## config.mk

```make
export PLATFORM = sky130hd
export DESIGN_NAME = serial_port_four_mode
export DESIGN_NICKNAME = d
export VERILOG_FILES = /design/src/serial_port_pkg.sv /design/src/serial_port_four_mode.sv
export SDC_FILE = /design/constraint.sdc
export NUM_CORES = 1
export LEC_CHECK = 0
export BUFFER_PORTS_ARGS = -buffer_cell sky130_fd_sc_hd__buf_2
export CORE_ASPECT_RATIO = 1.2
export CORE_UTILIZATION = 44
export DETAILED_ROUTE_END_ITERATION = 8
export PLACE_DENSITY = 0.67
export SLEW_MARGIN = 40
export SYNTH_ARGS = -nofsm -noshare
export SYNTH_HDL_FRONTEND = slang
export SYNTH_SLANG_ARGS = --single-unit
export TNS_END_PERCENT = 30
```

## constraint.sdc

```tcl
create_clock -name i_sys_clk -period 1.9 [get_ports i_sys_clk]
set_input_delay 0.095 -clock i_sys_clk [delete_from_list [all_inputs] [get_ports i_sys_clk]]
set_output_delay 0.095 -clock i_sys_clk [all_outputs]
set_load 0.01 [all_outputs]
```

## src/serial_port_pkg.sv

```systemverilog
// constants for the four-mode serial port
package serial_port_pkg;
  // ----------------------------------------
  // register byte offsets
  // ----------------------------------------
  localparam logic [3:0] OFF_CTRL  = 4'h0;
  localparam logic [3:0] OFF_BUF   = 4'h4;
  localparam logic [3:0] OFF_POWER = 4'h8;
  localparam logic [3:0] OFF_BAUD  = 4'hc;
  // ----------------------------------------
  // serial_control_reg fields, power register double bit and reset values
  // ----------------------------------------
  localparam int MODE_HI = 7;
  localparam int MODE_LO = 6;
  localparam int MPE_BIT = 5;
  localparam int REN_BIT = 4;
  localparam int TB8_BIT = 3;
  localparam int RB8_BIT = 2;
  localparam int TI_BIT  = 1;
  localparam int RI_BIT  = 0;
  localparam int DBL_BIT = 0;
  localparam logic [7:0] CTRL_RST = 8'h00;
  localparam logic [7:0] BAUD_RST = 8'h00;
  // ----------------------------------------
  // modes, phases, counters
  // ----------------------------------------
  localparam logic [1:0] MODE_SHIFT = 2'h0;
  localparam logic [1:0] MODE_UART8 = 2'h1;
  localparam logic [2:0] PH_S1 = 3'h0;
  localparam logic [2:0] PH_S3 = 3'h2;
  localparam logic [2:0] PH_S5 = 3'h4;
  localparam logic [2:0] PH_S6 = 3'h5;
  localparam logic [3:0] SMP_A = 4'h6;
  localparam logic [3:0] SMP_B = 4'h7;
  localparam logic [3:0] SMP_C = 4'h8;
  localparam logic [7:0] M0_RX_INIT = 8'hfe;
  localparam logic [9:0] RX_INIT = 10'h3ff;
  localparam logic [7:0] TX_MARK = 8'h01;
endpackage

```

## src/serial_port_four_mode.sv

```systemverilog
// four-mode serial port core with avalon-mm registers
//
// Summary of operation
// mode 0 moves data on pin a, shift clock on pin b, 8 bits lsb first.
// mode 0 buffer write loads marker one; send starts one machine cycle later.
// mode 0 clock low s3-s5, high s6-s2; shift right at s6.
// mode 0 zeros fill left; marker left of msb ends send, sets transmit flag.
// mode 0 receive starts on enable with flag clear; loads 11111110.
// mode 0 receive samples at s5, shifts left at s6.
// mode 0 zero reaching left end loads buffer, sets receive flag at s1.
// mode 1 frame is start, 8 data lsb first, stop; stop stored.
// mode 1 bit rate comes from baud timer overflow.
// mode 1 write loads one in ninth place; send on next counter rollover.
// send drives start bit, data enabled one bit later, shifts after.
// mode 1 final shift, send drop and transmit flag at 10th rollover.
// async receive samples at 16x; falling edge resets counter, loads ones.
// bit value is majority of samples at counter states 7, 8, 9; the code samples at counter values 6, 7, 8.
// non-zero start bit resets receiver to edge search.
// mode 1 buffer load only when flag clear and stop bit allowed.
// after final shift the receiver always returns to edge search.
// mode 2/3 frame adds a software ninth bit before the stop bit.
// mode 2 fixed rate from cpu clock; mode 3 uses baud timer.
// mode 2/3 write loads ninth transmit bit; receive as mode 1.
// mode 2/3 first shift inserts stop one; end at 11th rollover.
// mode 2/3 buffer load only when flag clear and ninth bit allowed.
// baud double bit zero gives mode 2 rate of clock over 32.
// hardware only sets both flags; software clears them.
// async transmit line rests high when idle.
`timescale 1ns/1ps
`default_nettype none
module serial_port_four_mode (
  input  wire logic        i_sys_clk,
  input  wire logic        i_sys_rst,
  input  wire logic [3:0]  i_address,
  input  wire logic        i_read,
  input  wire logic        i_write,
  input  wire logic [31:0] i_writedata,
  input  wire logic [3:0]  i_byteenable,
  output logic      [31:0] o_readdata,
  output logic             o_waitrequest,
  input  wire logic        i_port_pin_a,
  output logic             o_port_pin_a,
  output logic             o_port_pin_a_oe,
  output logic             o_port_pin_b
);
  import serial_port_pkg::*;

  typedef enum {RX_IDLE, RX_M0_ARM, RX_M0_LOAD, RX_M0_RUN, RX_M0_FIN, RX_ASYNC} rx_state_t;

  function automatic logic maj3(input logic a, input logic b, input logic c);
    return (a & b) | (a & c) | (b & c);
  endfunction

  function automatic logic [7:0] rev8(input logic [7:0] v);
    for (int i = 0; i < 8; i++) begin
      rev8[i] = v[7-i];
    end
  endfunction

  // ----------------------------------------
  // bus slave
  // ----------------------------------------
  logic [7:0] ctrl_q, buf_rx_q, baud_q;
  logic       dbl_q, wait_q;
  logic [31:0] rdata_q;
  logic       take, wr_ctrl, wr_buf;
  logic [1:0] mode;
  logic       ri_set, ti_set, rb8_set, rb8_val;

  assign take    = (i_read | i_write) & ~wait_q;
  assign wr_ctrl = take & i_write & i_byteenable[0] & (i_address == OFF_CTRL);
  assign wr_buf  = take & i_write & i_byteenable[0] & (i_address == OFF_BUF);
  assign mode    = ctrl_q[MODE_HI:MODE_LO];

  always_ff @(posedge i_sys_clk) begin
    if (i_sys_rst) begin
      wait_q <= 1'b1;
    end else begin
      wait_q <= ~((i_read | i_write) & wait_q);
    end
  end

  always_ff @(posedge i_sys_clk) begin
    if (i_sys_rst) begin
      rdata_q <= 32'h0;
    end else if (i_read & wait_q) begin
      case (i_address)
        OFF_CTRL:  rdata_q <= {24'h0, ctrl_q};
        OFF_BUF:   rdata_q <= {24'h0, buf_rx_q};
        OFF_POWER: rdata_q <= {31'h0, dbl_q};
        OFF_BAUD:  rdata_q <= {24'h0, baud_q};
        default:   rdata_q <= 32'h0;
      endcase
    end
  end

  // control register; hardware set wins over software clear
  always_ff @(posedge i_sys_clk) begin
    if (i_sys_rst) begin
      ctrl_q <= CTRL_RST;
    end else begin
      if (wr_ctrl) begin
        ctrl_q <= i_writedata[7:0];
      end
      if (ti_set) begin
        ctrl_q[TI_BIT] <= 1'b1;
      end
      if (ri_set) begin
        ctrl_q[RI_BIT] <= 1'b1;
      end
      if (rb8_set) begin
        ctrl_q[RB8_BIT] <= rb8_val;
      end
    end
  end

  always_ff @(posedge i_sys_clk) begin
    if (i_sys_rst) begin
      dbl_q  <= 1'b0;
      baud_q <= BAUD_RST;
    end else begin
      if (take & i_write & i_byteenable[0] & (i_address == OFF_POWER)) begin
        dbl_q <= i_writedata[DBL_BIT];
      end
      if (take & i_write & i_byteenable[0] & (i_address == OFF_BAUD)) begin
        baud_q <= i_writedata[7:0];
      end
    end
  end

  // ----------------------------------------
  // machine cycle phases and baud timing
  // ----------------------------------------
  logic [2:0] ph_q;
  logic [7:0] btmr_q;
  logic       half_q, tick16;
  logic       bovf;

  assign bovf = (ph_q == PH_S6) & (btmr_q == 8'hff);

  always_ff @(posedge i_sys_clk) begin
    if (i_sys_rst) begin
      ph_q <= PH_S1;
    end else begin
      ph_q <= (ph_q == PH_S6) ? PH_S1 : ph_q + 3'h1;
    end
  end

  // baud timer: auto-reload, counts machine cycles
  always_ff @(posedge i_sys_clk) begin
    if (i_sys_rst) begin
      btmr_q <= BAUD_RST;
    end else if (ph_q == PH_S6) begin
      btmr_q <= bovf ? baud_q : btmr_q + 8'h1;
    end
  end

  // halves the 16x tick unless doubled
  always_ff @(posedge i_sys_clk) begin
    if (i_sys_rst) begin
      half_q <= 1'b0;
    end else if ((mode[0] & bovf) | (mode == 2'h2)) begin
      half_q <= ~half_q;
    end
  end

  always_comb begin
    if (mode == 2'h2) begin
      tick16 = dbl_q | half_q;
    end else begin
      tick16 = bovf & (dbl_q | half_q);
    end
  end

  // ----------------------------------------
  // transmitter
  // ----------------------------------------
  logic [8:0] tx_sr_q;
  logic [3:0] tx_div_q;
  logic       tx_pend_q, tx_arm_q, send_q, data_q, first_q, fin_q;
  logic       roll, tx_last;

  assign roll    = tick16 & (tx_div_q == 4'hf);
  assign tx_last = (tx_sr_q[8:1] == TX_MARK);

  always_ff @(posedge i_sys_clk) begin
    if (i_sys_rst) begin
      tx_div_q <= 4'h0;
    end else if (tick16) begin
      tx_div_q <= tx_div_q + 4'h1;
    end
  end

  always_ff @(posedge i_sys_clk) begin
    if (i_sys_rst) begin
      tx_sr_q   <= 9'h0;
      tx_pend_q <= 1'b0;
      tx_arm_q  <= 1'b0;
      send_q    <= 1'b0;
      data_q    <= 1'b0;
      first_q   <= 1'b0;
      fin_q     <= 1'b0;
    end else if (wr_buf) begin
      tx_sr_q   <= {(mode[1] ? ctrl_q[TB8_BIT] : 1'b1), i_writedata[7:0]};
      tx_pend_q <= 1'b1;
      tx_arm_q  <= 1'b0;
      send_q    <= 1'b0;
      data_q    <= 1'b0;
      first_q   <= 1'b1;
      fin_q     <= 1'b0;
    end else if (mode == MODE_SHIFT) begin
      if (fin_q & (ph_q == PH_S1)) begin
        send_q <= 1'b0;
        fin_q  <= 1'b0;
      end else if (ph_q == PH_S6) begin
        if (tx_pend_q) begin
          tx_pend_q <= 1'b0;
          tx_arm_q  <= 1'b1;
        end else if (tx_arm_q) begin
          tx_arm_q <= 1'b0;
          send_q   <= 1'b1;
        end else if (send_q & ~fin_q) begin
          tx_sr_q <= {1'b0, tx_sr_q[8:1]};
          fin_q   <= tx_last;
        end
      end
    end else if (roll) begin
      if (tx_pend_q) begin
        tx_pend_q <= 1'b0;
        send_q    <= 1'b1;
      end else if (send_q & ~data_q) begin
        data_q <= 1'b1;
      end else if (send_q) begin
        tx_sr_q <= {first_q & mode[1], tx_sr_q[8:1]};
        first_q <= 1'b0;
        // stop one not yet inserted: a low ninth bit could mimic the end pattern
        if (tx_last & ~first_q) begin
          send_q <= 1'b0;
          data_q <= 1'b0;
        end
      end
    end
  end

  assign ti_set = (mode == MODE_SHIFT) ? (fin_q & (ph_q == PH_S1))
                : (roll & send_q & data_q & tx_last & ~first_q);

  // ----------------------------------------
  // receiver
  // ----------------------------------------
  logic       a_s1_q, a_s2_q, a_s3_q;
  rx_state_t  rx_q;
  logic [9:0] rsr_q;
  logic [3:0] rx_div_q;
  logic [1:0] smp_q;
  logic       m0_smp_q, first_bit_q;
  logic       fall, bit_ok, bit_v, rx_end, rx_ok, m0_end;
  logic [7:0] rx_data;

  always_ff @(posedge i_sys_clk) begin
    if (i_sys_rst) begin
      a_s1_q <= 1'b1;
      a_s2_q <= 1'b1;
      a_s3_q <= 1'b1;
    end else begin
      a_s1_q <= i_port_pin_a;
      a_s2_q <= a_s1_q;
      a_s3_q <= a_s2_q;
    end
  end

  assign fall    = a_s3_q & ~a_s2_q;
  assign bit_ok  = tick16 & (rx_div_q == SMP_C);
  assign bit_v   = maj3(smp_q[1], smp_q[0], a_s2_q);
  // only inside a frame; the divider keeps running while idle
  assign rx_end  = (rx_q == RX_ASYNC) & bit_ok & ~first_bit_q & ~(mode[1] ? rsr_q[9] : rsr_q[8]);
  assign rb8_val = mode[1] ? rsr_q[0] : bit_v;
  assign rx_data = mode[1] ? rev8(rsr_q[8:1]) : rev8(rsr_q[7:0]);
  assign rx_ok   = ~ctrl_q[RI_BIT] & (~ctrl_q[MPE_BIT] | rb8_val);
  assign m0_end  = (rx_q == RX_M0_RUN) & (ph_q == PH_S6) & ~rsr_q[7];

  always_ff @(posedge i_sys_clk) begin
    if (i_sys_rst) begin
      rx_div_q <= 4'h0;
      smp_q    <= 2'h0;
    end else if ((rx_q == RX_IDLE) & fall) begin
      rx_div_q <= 4'h0;
    end else if (tick16) begin
      rx_div_q <= rx_div_q + 4'h1;
      if (rx_div_q == SMP_A) begin
        smp_q[1] <= a_s2_q;
      end
      if (rx_div_q == SMP_B) begin
        smp_q[0] <= a_s2_q;
      end
    end
  end

  always_ff @(posedge i_sys_clk) begin
    if (i_sys_rst) begin
      m0_smp_q <= 1'b1;
    end else if (ph_q == PH_S5) begin
      m0_smp_q <= a_s2_q;
    end
  end

  always_ff @(posedge i_sys_clk) begin
    if (i_sys_rst) begin
      rx_q        <= RX_IDLE;
      rsr_q       <= RX_INIT;
      first_bit_q <= 1'b0;
    end else begin
      case (rx_q)
        RX_IDLE: begin
          if (ctrl_q[REN_BIT] & (mode == MODE_SHIFT) & ~ctrl_q[RI_BIT] & ~send_q) begin
            rx_q <= RX_M0_ARM;
          end else if (ctrl_q[REN_BIT] & (mode != MODE_SHIFT) & fall) begin
            rx_q        <= RX_ASYNC;
            rsr_q       <= RX_INIT;
            first_bit_q <= 1'b1;
          end
        end
        RX_M0_ARM: begin
          if (ph_q == PH_S6) begin
            rsr_q <= {2'h3, M0_RX_INIT};
            rx_q  <= RX_M0_LOAD;
          end
        end
        RX_M0_LOAD: rx_q <= RX_M0_RUN;
        RX_M0_RUN: begin
          if (ph_q == PH_S6) begin
            rsr_q <= {rsr_q[8:0], m0_smp_q};
            if (~rsr_q[7]) begin
              rx_q <= RX_M0_FIN;
            end
          end
        end
        RX_M0_FIN: begin
          if (ph_q == PH_S1) begin
            rx_q <= RX_IDLE;
          end
        end
        RX_ASYNC: begin
          if (mode == MODE_SHIFT) begin
            rx_q <= RX_IDLE;
          end else if (bit_ok) begin
            first_bit_q <= 1'b0;
            if (first_bit_q & bit_v) begin
              rx_q <= RX_IDLE;
            end else begin
              rsr_q <= {rsr_q[8:0], bit_v};
              if (rx_end) begin
                rx_q <= RX_IDLE;
              end
            end
          end
        end
        default: rx_q <= RX_IDLE;
      endcase
    end
  end

  always_ff @(posedge i_sys_clk) begin
    if (i_sys_rst) begin
      buf_rx_q <= 8'h0;
    end else if (m0_end) begin
      buf_rx_q <= rev8({rsr_q[6:0], m0_smp_q});
    end else if (rx_end & rx_ok) begin
      buf_rx_q <= rx_data;
    end
  end

  assign ri_set  = ((rx_q == RX_M0_FIN) & (ph_q == PH_S1)) | (rx_end & rx_ok);
  assign rb8_set = rx_end & rx_ok;

  // ----------------------------------------
  // registered pin and bus outputs
  // ----------------------------------------
  logic pa_q, pa_oe_q, pb_q, m0_clk;
  logic recv0;

  assign recv0  = (rx_q == RX_M0_RUN) | (rx_q == RX_M0_FIN);
  assign m0_clk = ~((ph_q >= PH_S3) & (ph_q <= PH_S5));

  always_ff @(posedge i_sys_clk) begin
    if (i_sys_rst) begin
      pa_q    <= 1'b1;
      pa_oe_q <= 1'b0;
      pb_q    <= 1'b1;
    end else if (mode == MODE_SHIFT) begin
      pa_q    <= tx_sr_q[0];
      pa_oe_q <= send_q;
      pb_q    <= (send_q | recv0) ? m0_clk : 1'b1;
    end else begin
      pa_q    <= 1'b1;
      pa_oe_q <= 1'b0;
      pb_q    <= ~send_q | (data_q & tx_sr_q[0]);
    end
  end

  assign o_port_pin_a    = pa_q;
  assign o_port_pin_a_oe = pa_oe_q;
  assign o_port_pin_b    = pb_q;
  assign o_readdata      = rdata_q;
  assign o_waitrequest   = wait_q;
endmodule
`default_nettype wire

```

== Yosys cells after proc, flatten, opt, wreduce, memory -nomap -nowiden ==
Cells that the tools add are included.

* Add/sub/neg operators: 4
* $mul: 0
* Divide/modulo/power cells: 0
* $lt $le $gt $ge: 2
* Equality and inequality tests: 48
* Shift-type cells: 0
* Multiplexer cells: 81
* Bitwise gates (word level): 72
* Reductions and logical operators: 37

{| class="wikitable"
|+ Operators with widths
! kind !! count
|-
| $mux W32 || 10
|-
| $pmux W32 S6 || 1
|-
| $mux W9 || 11
|-
| $eq A32 B3 Y1 const B || 3
|-
| $mux W10 || 7
|-
| $eq A32 B2 Y1 const B || 2
|-
| $eq A32 B4 Y1 const B || 2
|-
| $logic_not A32 Y1 || 2
|-
| $and A1 B1 Y1 || 44
|-
| $mux W1 || 44
|-
| $pmux W10 S4 || 1
|-
| $eq A32 B1 Y1 const B || 1
|-
| $mux W8 || 4
|-
| $pmux W8 S4 || 1
|-
| $reduce_bool A2 Y1 || 13
|-
| $reduce_and A5 Y1 || 5
|-
| $ne A2 B2 Y1 const B || 12
|-
| $ne A3 B2 Y1 const B || 7
|-
| $not A1 Y1 || 18
|-
| $eq A4 B4 Y1 const B || 4
|-
| $ne A3 B3 Y1 const B || 5
|-
| $eq A4 B3 Y1 const B || 3
|-
| $reduce_and A3 Y1 || 4
|-
| $or A1 B1 Y1 || 10
|-
| 23 further kinds || 30
|}

* Bits in registers: 145
* Bits in latches: 0
* Bits in writable memories: 0
* Bits in read-only memories: 0
* Word-level logic and storage cells: 277
* Memories kept: 0

== Depth between registers and ports, before layout ==
* Word-level depth: 13
* Depth in mapped cells: 9

== Worst setup path before layout ==
OpenSTA, ideal clock, no wires.

* Kind: flip-flop to flip-flop
* Start: register ph_q[1]
* End: register rsr_q[0]
* Library setup time: 72 ps
* Data arrival time: 1860 ps
* Required time: 1828 ps
* Path slack: -32 ps
* Cell stages (with the launch flop): 9
* Period minus slack after synthesis: 1932 ps
* Path through: dfxtp_1 -> inv_1 -> ha_1 -> nand3_1 -> o32ai_2 -> nand2_1 -> o32ai_1 -> buf_4 -> mux2i_1

* Longest elaborated chain between the ends: 7
* Elaborated cells on any way between the ends: 9

{| class="wikitable"
|+ Ends and longest elaborated chain
! item !! RTL line !! text
|-
| start, declared || serial_port_four_mode.sv:134 || <nowiki>logic [2:0] ph_q;</nowiki>
|-
| start signal, assigned || serial_port_four_mode.sv:145 || <nowiki>ph_q <= (ph_q == PH_S6) ? PH_S1 : ph_q + 3'h1;</nowiki>
|-
| $eq A3 B3 Y1 * || serial_port_four_mode.sv:139, serial_port_four_mode.sv:324, serial_port_four_mode.sv:331 ||
|-
| $and A1 B1 Y1 || serial_port_four_mode.sv:139 || <nowiki>assign bovf = (ph_q == PH_S6) & (btmr_q == 8'hff);</nowiki>
|-
| $and A1 B1 Y1 || serial_port_four_mode.sv:171 || <nowiki>tick16 = bovf & (dbl_q | half_q);</nowiki>
|-
| $mux W1 || serial_port_four_mode.sv:168 || <nowiki>if (mode == 2'h2) begin</nowiki>
|-
| $and A1 B1 Y1 || serial_port_four_mode.sv:273 || <nowiki>assign bit_ok = tick16 & (rx_div_q == SMP_C);</nowiki>
|-
| $ne A2 B2 Y1 (no line) || -- ||
|-
| $reduce_and A8 Y1 (no line) * || -- ||
|-
| end signal, assigned || serial_port_four_mode.sv:325 || <nowiki>rsr_q <= {2'h3, M0_RX_INIT};</nowiki>
|-
| end signal, assigned || serial_port_four_mode.sv:332 || <nowiki>rsr_q <= {rsr_q[8:0], m0_smp_q};</nowiki>
|-
| end signal, assigned || serial_port_four_mode.sv:351 || <nowiki>rsr_q <= {rsr_q[8:0], bit_v};</nowiki>
|-
| end, declared || serial_port_four_mode.sv:253 || <nowiki>logic [9:0] rsr_q;</nowiki>
|}

Every way passes the cells marked *; elsewhere a longest branch is shown, timed or not.
A chain may end at the register's enable or synchronous reset.

== Worst setup path in the final report ==
* Start: register ph_q[1]
* End: register tx_sr_q[8]

* Longest elaborated chain between the ends: 7
* Elaborated cells on any way between the ends: 12

{| class="wikitable"
|+ Ends and longest elaborated chain
! item !! RTL line !! text
|-
| $eq A3 B3 Y1 || serial_port_four_mode.sv:139, serial_port_four_mode.sv:215 ||
|-
| $and A1 B1 Y1 || serial_port_four_mode.sv:139 ||
|-
| $and A1 B1 Y1 || serial_port_four_mode.sv:171 ||
|-
| $mux W1 || serial_port_four_mode.sv:168 ||
|-
| $and A1 B1 Y1 || serial_port_four_mode.sv:183 || <nowiki>assign roll = tick16 & (tx_div_q == 4'hf);</nowiki>
|-
| $reduce_bool A3 Y1 (no line) || -- ||
|-
| $reduce_and A9 Y1 (no line) * || -- ||
|-
| end signal, assigned || serial_port_four_mode.sv:204 || <nowiki>tx_sr_q <= {(mode[1] ? ctrl_q[TB8_BIT] : 1'b1), i_writedata[7:0]};</nowiki>
|-
| end signal, assigned || serial_port_four_mode.sv:223 || <nowiki>tx_sr_q <= {1'b0, tx_sr_q[8:1]};</nowiki>
|-
| end signal, assigned || serial_port_four_mode.sv:234 || <nowiki>tx_sr_q <= {first_q & mode[1], tx_sr_q[8:1]};</nowiki>
|-
| end, declared || serial_port_four_mode.sv:178 || <nowiki>logic [8:0] tx_sr_q;</nowiki>
|}

Marks and branches as above.

==> impl_metrics.json <==
{
  "p_leak_uw": 0.00245,
  "fin_crit_ns": 1.89,
  "diodes": 0,
  "die_h_um": 117,
  "dr.pass1.iters": 7,
  "ioPinCount": 81,
  "synthFlopType": "dfxtp_1",
  "clk_latency_ns": 0.34,
  "grt_first_pass_wirelength_um": 19000,
  "ant_nets": 0,
  "areaGrowthSynthToFinish_pct": 24.9,
  "fp.coreArea_um2": 10600,
  "fin_skew_ns": 0.00949,
  "routed_wl_um": 11900,
  "failed_checks": "DRC",
  "place_congestion": 0.866,
  "synthMuxAreaShare_pct": 15.0,
  "numCtsBuffers": 9,
  "setup_violations": 0,
  "globalRouteOverflowTotal": 0,
  "worst_slew_pin_slew_ns": 0.676,
  "final_cell_mix": "85 x dfxtp_1, 81 x nor2_1, 61 x buf_4, 50 x mux2i_1, 29 x buf_2",
  "synth_top_area_share_pct": 38.1,
  "drive_gt1_share_pct": 29.5,
  "irDropWorstVdd_mv": 0.492,
  "wire_per_inst_um": 15.8,
  "hold_class": "input port to flop",
  "path_max_fanout": 8,
  "first_iter_violations": 240,
  "outcome": "finished with violations",
  "cts_tree": "yes",
  "clk_pin_slew_ns": 0.07,
  "grt_max_degree": 63,
  "antenna_found_initial": 0,
  "yosysUniqueCellTypes": 66,
  "cp-start-kind": "flop",
  "top_usage_layer": "met2",
  "finalMaxSlewViolations": 0,
  "final_common_cell": "dfxtp_1",
  "grt_pass1_vias": 3903,
  "crit_arrival_ns": 2.10,
  "fin_nets": 677,
  "cts.sinks": 92,
  "synth_area_leaders": "dfxtp_1 38%, mux2i_1 11%, nor2_1 6.3%",
  "rows": 41,
  "yosys_register_bits": 92,
  "globalRouteMet3Util_pct": 4.25,
  "yosys_warnings": 0,
  "synth_xor_xnor_area_share_pct": 1.45,
  "syn_area_um2": 4830,
  "r2r_slack_ns": 0.009,
  "synth_area_leader_cell": "dfxtp_1",
  "fin_area_um2": 6030,
  "grt.met1_usage_pct": 25.6,
  "max_freq_mhz": 529,
  "placed_area_um2": 5380,
  "vias_per_cell": 5.59,
  "tns_ns": 0,
  "htree_levels": 3,
  "die_area_um2": 11400,
  "period_share_pct": 99.5,
  "drc": 18,
  "crit_type": "flop to flop",
  "powerDensity_nw_per_um2": 739,
  "synth_compound_area_share_pct": 15.9,
  "cts_buffer_depth": 2,
  "die_w_um": 97.6,
  "end_kind": "flop",
  "synthArstFlopShare_pct": 0,
  "start_util_pct": 45.5,
  "hold_violations": 0,
  "synthAdderAreaFrac_pct": 2.54,
  "drv_cap": 0,
  "netlist_instances": 540,
  "cp.required_ns": 2.11,
  "track_usage_pct": 21.2,
  "vias": 4226,
  "clockRootBuffer": "clkbuf_16",
  "hpwl_um": 8460,
  "port_buffers": 29,
  "grt_util_met2_pct": 36.4,
  "avgSynthCellArea_um2": 8.94,
  "synthSimpleGateAreaFrac_pct": 19.2,
  "max_slew_margin_pct": 55.0,
  "ys_seq_area_share_pct": 38.1,
  "rsz0062_at_grt": "true",
  "synth_top_family_by_area": "simple AND/OR/NAND/NOR gates",
  "synth-edff-count": 0
}
==> metal layers <==
| layer | part of all wire, % | vias to the layer above | wire, µm |
|---|---|---|---|
| li1 | - | 2066 | - |
| met1 | 44 | 2034 | 5200 |
| met2 | 50 | 101 | 5900 |
| met3 | 3.9 | 25 | 468 |
| met4 | 2.9 | 0 | 351 |
| met5 | 0 | - | 0 |
==> sequential cells by signal (all words and copies together), names as in the netlist, 3 cells and up <==
| signal | flops |
|---|---|
| o_readdata | 8 |
| ph_q | 3 |
| tx_div_q | 4 |
| rsr_q | 10 |
| rx_div_q | 4 |
| buf_rx_q | 8 |
| btmr_q | 8 |
| rx_q | 3 |
| baud_q | 8 |
| tx_sr_q | 9 |
| ctrl_q | 8 |
==> final timing paths <==
kind / start / endpoint / cells after the start
worst min register to register: a_s1_q$_SDFF_PP1_ / a_s2_q$_SDFF_PP1_ / 1
worst max-delay path: ph_q[1]$_SDFF_PP0_ / tx_sr_q[8]$_SDFFE_PP0P_ / 9
worst min-delay path: i_writedata[3] / baud_q[3]$_SDFFE_PP0P_ / 3
worst max register to register: ph_q[1]$_SDFF_PP0_ / tx_sr_q[8]$_SDFFE_PP0P_ / 9
==> final cells by class <==
cell class | count | area (µm²)
inverters | 11 | 41.3
well taps | 129 | 161
clock buffers | 11 | 233
flip-flops and latches | 92 | 1850
fillers | 898 | 4590
repair buffers | 106 | 825
clock inverters | 4 | 27.5
multi-input cells | 403 | 2890
==> cells in the mapped netlist, types with 3 or more instances <==
cell and instances:
ha_1 9, nand4_1 6, a211oi_1 10, inv_1 11
and3_1 7, o41ai_1 3, nand3_1 21, nand4b_1 4
nor4_1 5, nor4b_1 3, nor2_1 81, dfxtp_1 92
a22o_1 7, a31oi_1 8, o21ai_0 12, nor2b_1 7
a21o_1 11, buf_2 11, nor3_1 7, clkbuf_1 18
nand2_1 23, buf_4 25, a22oi_1 9, mux2_2 16
mux2i_1 52, or2_2 5, a21oi_1 22, xor2_1 6
==> metrics by stage <==
| stage | hold WS [ns] | power (µW) | setup WS (ns) | utilization (%) | instances |
|---|---|---|---|---|---|
| 2_1_floorplan | 0.199 | 2550 | -0.0106 | - | 563 |
| 4_1_cts | 0.0327 | 4450 | -0.0171 | 55.3 | 751 |
| 5_1_grt | 0.0416 | 4650 | -0.0895 | 56.8 | 756 |
| 6_report | 0.0354 | 4460 | 0.00895 | 56.8 | 756 |
| 3_5_place_dp | 0.289 | 2810 | -0.177 | 50.7 | 727 |
| 3_3_place_gp | 0.283 | 2790 | -0.136 | 50.7 | 727 |
==> cells by family (layout without fill, tap and decap cells) <==
kind of cell	Yosys count	after routing
and+or+nand+nor	186	186
AOI/OAI and AO/OA	106	106
DFF	92	92
muxes	69	69
buffers and inverters	68	132
adders and majority gates	10	10
xor gates and xnor gates	8	8
other	1	24
==> where the power goes <==
| part | internal [µW] | total [µW] | switching (µW) | leakage (µW) |
|---|---|---|---|---|
| Clock | 879 | 1640 | 758 | 0.000118 |
| Sequential | 1990 | 2080 | 89.3 | 0.000747 |
| Combinational | 344 | 745 | 402 | 0.00158 |
| Total | 3210 | 4460 | 1250 | 0.00245 |
==> timing repair <==
item | 4_1_cts | 5_1_grt
hold buffers | 3 | 0
resized for setup | 31 | 26
setup endpoints to repair | 32 | 44
gates cloned | 2 | 1
pin swaps | 8 | 14
hold endpoints to repair | 2 | 0
setup buffers | 4 | 4
==> critical path, cell delays in order (launching register included) <==
cell and delay [ns]:
dfxtp_2 0.32, inv_2 0.07, ha_4 0.14, buf_6 0.10
nand4b_1 0.15, or4_4 0.47, o211ai_4 0.12, buf_12 0.16
mux2i_1 0.19, nor2_1 0.05
No activity file was read; power rests on OpenSTA's default activity.
